**src/hw/clk_chan_defs.vh**
```
`ifndef CLK_CHAN_DEFS_VH
`define CLK_CHAN_DEFS_VH

`define NUM_CHAN 5
// register byte offsets
`define OFF_DIV0 12'h000
`define OFF_DLY0 12'h020
`define OFF_REFSEL 12'h040
`define OFF_STATUS 12'h044
`define OFF_MASK 12'h048
`define OFF_ENABLE 12'h04C
// channel divide field: ratio = 2*value, zero means bypass (divide by two, same as value 1)
`define DIV_W 8
`define DIV_RST 8'h00
`define DIV_BYPASS 8'h00
// delay field: unsigned step count
`define DLY_W 4
`define DLY_RST 4'h0
`define DLY_STEP_PS 150
`define DLY_MAX_PS 2250
// reference select modes
`define REF_FIX0 2'h0
`define REF_FIX1 2'h1
`define REF_AUTO_A 2'h2
`define REF_AUTO_B 2'h3
// loss indicator drive types
`define LOS_PUSHPULL 2'h0
`define LOS_NMOS_OD 2'h1
`define LOS_PMOS_OD 2'h2
// reference select register fields
`define REFSEL_MODE_LSB 0
`define REFSEL_DRV_LSB 4
`define REFSEL_RST 8'h00
// status bits
`define ST_LOS0 0
`define ST_LOS1 1
`define ST_SWITCH 2
// pclk cycles without a reference edge that count as loss
`define LOS_TIMEOUT 8'h40

`endif

```
**src/hw/chan_divider.v**
```verilog
`include "clk_chan_defs.vh"

module chan_divider (
  input wire pclk, // system clock
  input wire presetn, // async reset, active low
  input wire dist_tick, // distribution clock enable pulse
  input wire [`DIV_W-1:0] channel_divide_value, // ratio is twice this, zero bypasses
  input wire [`DLY_W-1:0] channel_delay_setting, // delay steps
  input wire run, // channel enabled
  output reg clk_out, // divided clock level
  output reg [`DLY_W-1:0] delay_steps, // applied delay step count
  output reg [11:0] delay_ps // realized delay in ps
);
  reg [`DIV_W-1:0] cnt_r;
  reg [`DIV_W-1:0] cnt_nxt;
  reg clk_nxt;

  always @* begin
    cnt_nxt = cnt_r;
    clk_nxt = clk_out;
    if (!run) begin
      cnt_nxt = {`DIV_W{1'b0}};
      clk_nxt = 1'b0;
    end else if (dist_tick) begin
      // RQ3 bypass toggles every tick, divide by two
      if (channel_divide_value == `DIV_BYPASS) begin
        clk_nxt = ~clk_out;
      // RQ2 even ratio divide
      end else if (cnt_r + 8'h01 >= channel_divide_value) begin
        cnt_nxt = {`DIV_W{1'b0}};
        clk_nxt = ~clk_out;
      end else begin
        cnt_nxt = cnt_r + 8'h01;
      end
    end
  end

  always @(posedge pclk or negedge presetn) begin
    if (!presetn) begin
      cnt_r <= {`DIV_W{1'b0}};
      clk_out <= 1'b0;
      delay_steps <= `DLY_RST;
      delay_ps <= 12'h000;
    end else begin
      cnt_r <= cnt_nxt;
      clk_out <= clk_nxt;
      // RQ8 delay count times step
      delay_steps <= channel_delay_setting;
      delay_ps <= channel_delay_setting * 12'd150;
    end
  end
endmodule // chan_divider

```
**src/hw/clock_channel_ctrl.v**
```verilog
// Register access over APB and the register addresses were chosen for this implementation.
`include "clk_chan_defs.vh"

// Overview of operation
// RQ1: five channels each own an independently programmed output divider
// RQ2: divider uses even ratios 2 to 510 in steps of 2
// RQ3: bypass setting passes the distribution clock undivided; bypass here divides by two, as value 1 does
// RQ4: each channel delay in 150 ps steps, 0 to 2250 ps
// RQ5: reference fixed to input zero or one, or two automatic modes
// RQ6: in automatic modes, loss flag shows selected input signal status
// RQ7: loss outputs are push-pull active high, or NMOS or PMOS open drain
// RQ8: delay is a step count 0..15 times the step size
module clock_channel_ctrl (
  input wire pclk, // system clock 100 MHz
  input wire presetn, // async reset, active low
  input wire psel, // apb select
  input wire penable, // apb enable
  input wire pwrite, // apb direction
  input wire [11:0] paddr, // apb byte address
  input wire [31:0] pwdata, // apb write data
  output reg [31:0] prdata, // apb read data
  output wire pready, // apb ready
  output wire pslverr, // apb error
  input wire dist_tick, // distribution clock enable pulse
  input wire reference_input_zero, // reference 0 sampled level
  input wire reference_input_one, // reference 1 sampled level
  output wire [4:0] clk_out, // channel clocks
  output wire [19:0] delay_steps, // channel delay steps, 4 bits each
  output reg ref_select_one, // selected reference is input one
  output reg reference_loss_flag_zero_o, // loss 0 output drive value
  output reg reference_loss_flag_zero_oe, // loss 0 output enable
  output reg reference_loss_flag_one_o, // loss 1 output drive value
  output reg reference_loss_flag_one_oe, // loss 1 output enable
  output wire irq // level interrupt
);
  reg [`DIV_W-1:0] div_r [0:`NUM_CHAN-1];
  reg [`DLY_W-1:0] dly_r [0:`NUM_CHAN-1];
  reg [7:0] refsel_r;
  reg [2:0] status_r;
  reg [2:0] mask_r;
  reg [4:0] enable_r;
  reg [7:0] los_cnt0_r;
  reg [7:0] los_cnt1_r;
  reg ref0_d_r;
  reg ref1_d_r;
  reg lost0_r;
  reg lost1_r;
  wire [1:0] mode = refsel_r[`REFSEL_MODE_LSB +: 2];
  wire [1:0] drv = refsel_r[`REFSEL_DRV_LSB +: 2];
  wire auto_mode = mode[1];
  wire wr = psel & penable & pwrite;
  // read data captured at the setup edge so it stands through the access cycle
  wire rd_en = psel & ~penable & ~pwrite;
  reg hit;
  integer i;

  // index of a per-channel register, or 7 if not one
  function [2:0] chan_idx;
    input [11:0] a;
    input [11:0] base;
    reg [11:0] off;
    begin
      off = a - base;
      if (a >= base && a < base + 12'h014 && a[1:0] == 2'b00)
        chan_idx = off[4:2];
      else
        chan_idx = 3'h7;
    end
  endfunction

  assign pready = 1'b1;
  assign pslverr = psel & penable & ~hit;
  assign irq = |(status_r & mask_r);

  genvar g;
  generate
    for (g = 0; g < `NUM_CHAN; g = g + 1) begin : chan
      // RQ1 one divider each
      chan_divider u_div (
        .pclk(pclk),
        .presetn(presetn),
        .dist_tick(dist_tick),
        .channel_divide_value(div_r[g]),
        .channel_delay_setting(dly_r[g]),
        .run(enable_r[g]),
        .clk_out(clk_out[g]),
        .delay_steps(delay_steps[g*4 +: 4]),
        .delay_ps()
      );
    end
  endgenerate

  always @* begin
    hit = 1'b1;
    if (chan_idx(paddr, `OFF_DIV0) == 3'h7 && chan_idx(paddr, `OFF_DLY0) == 3'h7 &&
        paddr != `OFF_REFSEL && paddr != `OFF_STATUS && paddr != `OFF_MASK &&
        paddr != `OFF_ENABLE)
      hit = 1'b0;
  end

  // loss detection: no edge within timeout
  wire edge0 = reference_input_zero ^ ref0_d_r;
  wire edge1 = reference_input_one ^ ref1_d_r;
  wire lost0_nxt = ~edge0 & (los_cnt0_r >= `LOS_TIMEOUT - 8'h01);
  wire lost1_nxt = ~edge1 & (los_cnt1_r >= `LOS_TIMEOUT - 8'h01);
  reg sel_nxt;

  // RQ5 reference select mode
  always @* begin
    case (mode)
      `REF_FIX0: sel_nxt = 1'b0;
      `REF_FIX1: sel_nxt = 1'b1;
      // mode a: switch on loss and stay (non-revertive)
      `REF_AUTO_A: sel_nxt = ref_select_one ? ~(lost1_r & ~lost0_r) : (lost0_r & ~lost1_r);
      // mode b: prefer input zero whenever it is present
      `REF_AUTO_B: sel_nxt = lost0_r & ~lost1_r;
      default: sel_nxt = 1'b0;
    endcase
  end

  wire sel_lost = ref_select_one ? lost1_r : lost0_r;

  always @(posedge pclk or negedge presetn) begin
    if (!presetn) begin
      for (i = 0; i < `NUM_CHAN; i = i + 1) begin
        div_r[i] <= `DIV_RST;
        dly_r[i] <= `DLY_RST;
      end
      refsel_r <= `REFSEL_RST;
      status_r <= 3'h0;
      mask_r <= 3'h0;
      enable_r <= 5'h00;
      prdata <= 32'h00000000;
      los_cnt0_r <= 8'h00;
      los_cnt1_r <= 8'h00;
      ref0_d_r <= 1'b0;
      ref1_d_r <= 1'b0;
      lost0_r <= 1'b0;
      lost1_r <= 1'b0;
      ref_select_one <= 1'b0;
    end else begin
      ref0_d_r <= reference_input_zero;
      ref1_d_r <= reference_input_one;
      los_cnt0_r <= edge0 ? 8'h00 : (lost0_nxt ? los_cnt0_r : los_cnt0_r + 8'h01);
      los_cnt1_r <= edge1 ? 8'h00 : (lost1_nxt ? los_cnt1_r : los_cnt1_r + 8'h01);
      lost0_r <= lost0_nxt;
      lost1_r <= lost1_nxt;
      ref_select_one <= sel_nxt;
      if (wr) begin
        if (chan_idx(paddr, `OFF_DIV0) != 3'h7)
          div_r[chan_idx(paddr, `OFF_DIV0)] <= pwdata[`DIV_W-1:0];
        // RQ4 delay step register
        if (chan_idx(paddr, `OFF_DLY0) != 3'h7)
          dly_r[chan_idx(paddr, `OFF_DLY0)] <= pwdata[`DLY_W-1:0];
        if (paddr == `OFF_REFSEL)
          refsel_r <= pwdata[7:0] & 8'h33;
        if (paddr == `OFF_MASK)
          mask_r <= pwdata[2:0];
        if (paddr == `OFF_ENABLE)
          enable_r <= pwdata[4:0];
      end
      // set wins over write-one clear
      status_r <= (status_r & ~((wr && paddr == `OFF_STATUS) ? pwdata[2:0] : 3'h0)) |
        {ref_select_one ^ sel_nxt, lost1_nxt & ~lost1_r & auto_mode,
         lost0_nxt & ~lost0_r & auto_mode};
      if (rd_en) begin
        prdata <= 32'h00000000;
        if (chan_idx(paddr, `OFF_DIV0) != 3'h7)
          prdata[`DIV_W-1:0] <= div_r[chan_idx(paddr, `OFF_DIV0)];
        if (chan_idx(paddr, `OFF_DLY0) != 3'h7)
          prdata[`DLY_W-1:0] <= dly_r[chan_idx(paddr, `OFF_DLY0)];
        if (paddr == `OFF_REFSEL)
          prdata <= {16'h0000, 5'h00, lost1_r, lost0_r, ref_select_one, refsel_r};
        if (paddr == `OFF_STATUS)
          prdata[2:0] <= status_r;
        if (paddr == `OFF_MASK)
          prdata[2:0] <= mask_r;
        if (paddr == `OFF_ENABLE)
          prdata[4:0] <= enable_r;
      end
    end
  end

  // RQ6 report selected input loss
  // RQ7 loss output drive type
  always @* begin
    reference_loss_flag_zero_o = 1'b0;
    reference_loss_flag_zero_oe = 1'b0;
    reference_loss_flag_one_o = 1'b0;
    reference_loss_flag_one_oe = 1'b0;
    if (auto_mode) begin
      case (drv)
        `LOS_PUSHPULL: begin
          reference_loss_flag_zero_oe = 1'b1;
          reference_loss_flag_one_oe = 1'b1;
          reference_loss_flag_zero_o = ~ref_select_one & sel_lost;
          reference_loss_flag_one_o = ref_select_one & sel_lost;
        end
        `LOS_NMOS_OD: begin
          reference_loss_flag_zero_oe = ~ref_select_one & sel_lost;
          reference_loss_flag_one_oe = ref_select_one & sel_lost;
        end
        `LOS_PMOS_OD: begin
          reference_loss_flag_zero_o = 1'b1;
          reference_loss_flag_one_o = 1'b1;
          reference_loss_flag_zero_oe = ~ref_select_one & sel_lost;
          reference_loss_flag_one_oe = ref_select_one & sel_lost;
        end
        default: begin
          reference_loss_flag_zero_oe = 1'b0;
        end
      endcase
    end
  end
endmodule // clock_channel_ctrl

```
**config.mk**
```make
export PLATFORM = sky130hd
export DESIGN_NAME = clock_channel_ctrl
export DESIGN_NICKNAME = d
export VERILOG_FILES = /design/src/hw/chan_divider.v /design/src/hw/clock_channel_ctrl.v
export VERILOG_INCLUDE_DIRS = /design/src /design/src/hw
export SDC_FILE = /design/constraint.sdc
export NUM_CORES = 1
export LEC_CHECK = 0
export BUFFER_PORTS_ARGS = -buffer_cell sky130_fd_sc_hd__buf_2
export CAP_MARGIN = 20
export CORE_ASPECT_RATIO = 1.4
export CORE_UTILIZATION = 46
export DETAILED_ROUTE_END_ITERATION = 10
export PLACE_DENSITY = 0.66
export SETUP_SLACK_MARGIN = 0.02
export SYNTH_ARGS = -nofsm -noshare
export SYNTH_HDL_FRONTEND = slang
export SYNTH_SLANG_ARGS = --single-unit
export TNS_END_PERCENT = 100
```
**constraint.sdc**
```tcl
create_clock -name pclk -period 3.4 [get_ports pclk]
set_clock_uncertainty 0.2 [all_clocks]
set_input_delay 0.51 -clock pclk [delete_from_list [all_inputs] [get_ports pclk]]
set_output_delay 0.51 -clock pclk [all_outputs]
set_load 0.02 [all_outputs]
```
### After elaboration in Yosys (flattened, before gate mapping)

Cells that the tools add are included.

* word-level logic and storage cells: 262
* input bits: 52
* bits in read-only memories: 0
* bits in writable memories: 0
* memories kept: 0
* flip-flop bits (word level): 193
* latch bits: 0

* bitwise gates (word level): 39
* $add $sub $neg: 8
* shift-type cells: 0
* reduce and logical (&&, ||, !) cells: 37
* multiplexer cells: 88
* div/mod/pow operators: 0
* multipliers: 0
* equality and inequality tests: 36
* order comparisons: 17

Operators with widths (number)
* $mux 8: 28
* $add 8x1->8 const B: 7
* $mux 3: 17
* $eq 12x7->1 const B: 4
* $ne 12x7->1 const B: 4
* $bwmux 40: 1
* $ge 8x8->1: 5
* $logic_not 8->1: 5
* $reduce_and 2->1: 15
* $mux 1: 26
* $bmux 8 s3: 1
* $demux 8 s3: 1
* $ne 2x2->1 const B: 12
* $bwmux 20: 1
* $ge 4x4->1 const B: 4
* $ge 8x6->1 const B: 2
* $mux 4: 4
* $not 3->4: 4
* $and 1x1->1: 15
* $ne 3x1->1 const B: 5
* $not 1->1: 13
* $bmux 4 s3: 1
* $demux 4 s3: 1
* $ge 12x1->1 const B: 1
* other kinds (21): 48

### Longest topological paths before layout

* depth in word-level cells: 18
* mapped depth: 11
* mapped depth without buffers: 11

### Modules after synthesis

From an unflattened synthesis, not the netlist that was laid out.

* cells, all modules: 1183
* area, all modules: 12693.4 um2

By module, submodules not included
* clock_channel_ctrl: times used 1, cells an instance 454, area an instance 5291.3 um2
* chan_divider (chan[1].u_div ...): times used 3, cells an instance 143, area an instance 1488.9 um2
* chan_divider (chan[0].u_div ...): times used 2, cells an instance 150, area an instance 1467.7 um2

### Worst setup path before layout

No wires, ideal clock.

* kind: register to register
* start point: register chan[1].u_div.cnt_r[0]
* end point: register chan[1].u_div.clk_out
* arrival: 2.510 ns
* path slack: 0.565 ns
* cell stages (with the launch flop): 12
* library setup time: 0.125 ns
* cells stage by stage: dfrtp_1 > and3_1 > nand3_1 > or2_2 > xnor2_1 > ha_1 > nand2b_1 > a2111oi_0 > o211ai_1 > nand2_1 > a211o_1 > nand3_1

* word-level cells in the longest chain between the ends: 4

RTL lines
* start: declaration: RTL line chan_divider.v:14 `` reg [`DIV_W-1:0] cnt_r; ``
* start signal: assignment: RTL line chan_divider.v:40 `` cnt_r <= {`DIV_W{1'b0}}; ``
* start signal: assignment: RTL line chan_divider.v:45 `cnt_r <= cnt_nxt;`
* $add 8x1->8: RTL line chan_divider.v:29 `end else if (cnt_r + 8'h01 >= channel_divide_value) begin`
* $ge 8x8->1: RTL line chan_divider.v:29
* $ne 3x1->1 (no source line)
* $reduce_and 2->1 (no source line)
* end signal: assignment: RTL line chan_divider.v:46 `clk_out <= clk_nxt;`
* end: declaration: RTL line chan_divider.v:10 `output reg clk_out,`

No other way between the ends.
A chain may end at the register's enable or synchronous reset.

### Worst setup path in the final report

* start point: register chan[3].u_div.cnt_r[0]
* end point: register chan[3].u_div.clk_out

* word-level cells in the longest chain between the ends: 4

RTL lines (RTL line)
* start: declaration: chan_divider.v:14
* start signal: assignment: chan_divider.v:40
* start signal: assignment: chan_divider.v:45
* $add 8x1->8: chan_divider.v:29
* $ge 8x8->1: chan_divider.v:29
* $ne 3x1->1 (no source line)
* $reduce_and 2->1 (no source line)
* end signal: assignment: chan_divider.v:46
* end: declaration: chan_divider.v:10

No other way between the ends.

==> impl_metrics.py <==
metrics = {
    "outcome": {
        "status": "finished, final reports clean",
    },
    "die": {
        "die_area_sq_um": 21100,
        "ioPinCount": 117,
        "die_h_um": 171,
        "num_rows": 61,
        "die_w_um": 123,
        "core_region_area_sq_um": 20000,
        "start_util": 0.472,
    },
    "setup_path": {
        "crit_arrival_ps": 3240,
        "endpoint_kind": "register",
        "start_kind": "register",
        "max_stage_delay_ps": 420,
        "required_ps": 3520,
        "path_common_cell": "nand3_1",
        "slowest_stage": "dfrtp_1",
        "reg2reg_depth": 12,
        "cp_cell_sequence": "and3_1 > nand3_1 > or2_2 > xnor2_1 > ha_1 > nand2b_1 > a2111oi_0 > buf_4 > o211ai_1 > nand2_1 > a211o_1 > nand3_1",
        "worstSetupPathType": "reg2reg",
        "critPathMaxFanout": 8,
    },
    "sta": {
        "max_freq_ghz": 0.321,
        "slew_headroom": 0.506,
        "final_hold_viol_count": 0,
        "rsz0062_at_grt": "no",
        "finalMaxSlewViolations": 0,
        "finalWorstSetupSlack_ps": 286,
        "finalSetupViolCount": 0,
        "fin_crit_sh": 0.916,
        "fin_tns_setup_ps": 0,
        "post-route-min-period_ps": 3110,
        "worstMarginPinSlew_ps": 735,
    },
    "detailed_routing": {
        "drt_iter0_drc": 433,
        "wl_per_cell_um": 17.2,
        "drtPass1Iterations": 5,
        "vias": 7166,
        "finalWirelength_um": 22300,
        "antenna_left": 0,
        "drc": 0,
        "viasPerCell": 5.53,
    },
    "clock_tree": {
        "cts_buffers": 17,
        "root_buffer": "clkbuf_16",
        "clk_latency_ps": 440,
        "clkTransAtPathRegs_ps": 70,
        "htree_levels": 4,
        "clockBufferDepth": 2,
        "cts_setup_buffers": 0,
        "cts_tree": "built",
        "cts_num_sinks": 172,
    },
    "power": {
        "power_w": 0.00442,
        "ir_drop_mv": 0.596,
        "p_per_area_nw_per_um2": 415,
        "leakagePower_nw": 5.26,
    },
    "layout": {
        "synthToLayoutAreaGrowth_pct": 13.1,
        "nets": 1133,
        "final_util": 0.534,
        "antenna_cells": 0,
        "drive_above_1_share": 0.190,
        "fin_cells": 1295,
        "nFillCells": 1817,
    },
    "synth": {
        "yosysMostFrequentCell": "dfrtp_1",
        "netlist_instances": 957,
        "synth-edff-count": 0,
        "synth_top_area_cell": "dfrtp_1",
        "yosysWarnings": 0,
        "ys_ff_latch": 172,
        "yosysSeqAreaShare": 0.456,
        "syn_area_per_cell_sq_um": 9.86,
        "yosys-top-cells-count": "dfrtp_1, nand2_1, o21ai_0",
        "async_flop_share": 1.00,
        "ys.flop_type": "dfrtp_1",
        "synth_cell_types": 64,
        "netlist_area_sq_um": 9430,
        "yosysTopAreaCellShare": 0.456,
        "synth_area_leaders": "dfrtp_1, ha_1, mux2_2",
    },
    "placed_design": {
        "gp_congestion": 0.898,
        "hpwl_um": 16500,
        "numPlacedInstances": 1261,
        "io_buffers": 70,
        "pre_cts_slack_ps": 187,
    },
    "global_routing": {
        "groute.usage.overall": 0.231,
        "gr-total-overflow": 0,
        "grt_pass1_wl_um": 36900,
        "antenna_found_initial": 0,
        "first_global_vias": 7114,
        "grt_max_degree": 68,
    },
    "hold_path": {
        "holdPathStages": 0,
        "hp-class": "reg2reg",
    },
    "job": {
        "maxCapViolations": 0,
    },
}
[cells in the final DEF (no fill, tap or decap), types with 29 or more instances in the layout]
| cell | n |
|---|---|
| inv_1 | 51 |
| nor2_1 | 60 |
| ha_1 | 50 |
| buf_2 | 69 |
| nand3_1 | 29 |
| nand2_1 | 139 |
| o21ai_0 | 72 |
| dfrtp_1 | 172 |
| a21oi_1 | 35 |
| mux2_2 | 52 |
[sequential cells by signal, indices dropped and copies added, names as in the netlist, 4 cells and up]
| register | cells |
|---|---|
| chan.u_div.delay_steps | 20 |
| los_cnt1_r | 8 |
| chan.u_div.clk_out | 5 |
| refsel_r | 4 |
| chan.u_div.cnt_r | 40 |
| enable_r | 5 |
| dly_r | 20 |
| div_r | 40 |
| prdata | 11 |
| los_cnt0_r | 8 |
[worst max-delay path, delay by kind of cell (launching register included)]
kind	cells	cell delay [ps]
compound gates	3	680
xor+xnor	1	150
fa+ha+maj	1	200
flops	1	420
buf+inv	1	190
simple gates	6	1160
[cell families (layout without fill, tap and decap cells)]
group,Yosys count,count (layout),share of synthesized area
compound gates,193,193,0.131
xor+xnor,40,40,0.0371
fa+ha+maj,51,51,0.0674
buf+inv,109,175,0.0561
flops,172,172,0.456
mux,66,66,0.0830
other cells,2,22,0.000796
simple gates,324,324,0.168
[routing by layer]
metal / track usage / wire (um)
met5: 0 / 0
met4: 0.0990 / 643
met3: 0.0335 / 812
met2: 0.406 / 11600
met1: 0.278 / 9220
[where the power goes]
group / internal [W] / switching [W] / leakage (nW)
Sequential: 0.00207 / 0.0000192 / 2.27
Combinational: 0.0000647 / 0.000182 / 2.69
Clock: 0.00125 / 0.000839 / 0.299
Total: 0.00338 / 0.00104 / 5.26
[what timing repair did]
action | in CTS | in global routing
gates resized for setup | 0 | 4
hold endpoints to repair | 29 | 0
hold buffers | 3 | 0
setup endpoints to repair | 0 | 21
[stage by stage]
step / hold WS, ps / instance area (sq um)
2_1_floorplan: 14.4 / 9510
3_3_place_gp: 186 / 10000
3_5_place_dp: 183 / 10000
4_1_cts: 196 / 10700
5_1_grt: 212 / 10700
6_report: 196 / 10700
[worst paths after layout]
check | to | slack [ps] | start
setup / recovery | chan[3].u_div.clk_out | 290 | chan[3].u_div.cnt_r[0]
hold / removal | chan[0].u_div.delay_steps[1] | 200 | dly_r[17]
setup reg to reg | chan[3].u_div.clk_out | 290 | chan[3].u_div.cnt_r[0]
hold reg to reg | chan[0].u_div.delay_steps[1] | 200 | dly_r[17]
max in group asynchronous | chan[1].u_div.cnt_r[5] | 1880 | presetn
min in group asynchronous | chan[4].u_div.cnt_r[2] | 310 | presetn
[layout make-up]
| type | count | area, sq um | share of cell area |
|---|---|---|---|
| Clock buffer | 18 | 439 | 0.0412 |
| Clock inverter | 13 | 188 | 0.0176 |
| Inverter | 51 | 191 | 0.0179 |
| Multi-Input combinational cell | 696 | 4680 | 0.439 |
| Sequential cell | 172 | 4300 | 0.403 |
| Tap cell | 252 | 315 | 0.0296 |
| Timing Repair Buffer | 93 | 549 | 0.0515 |
(Power assumes the default switching activity.)
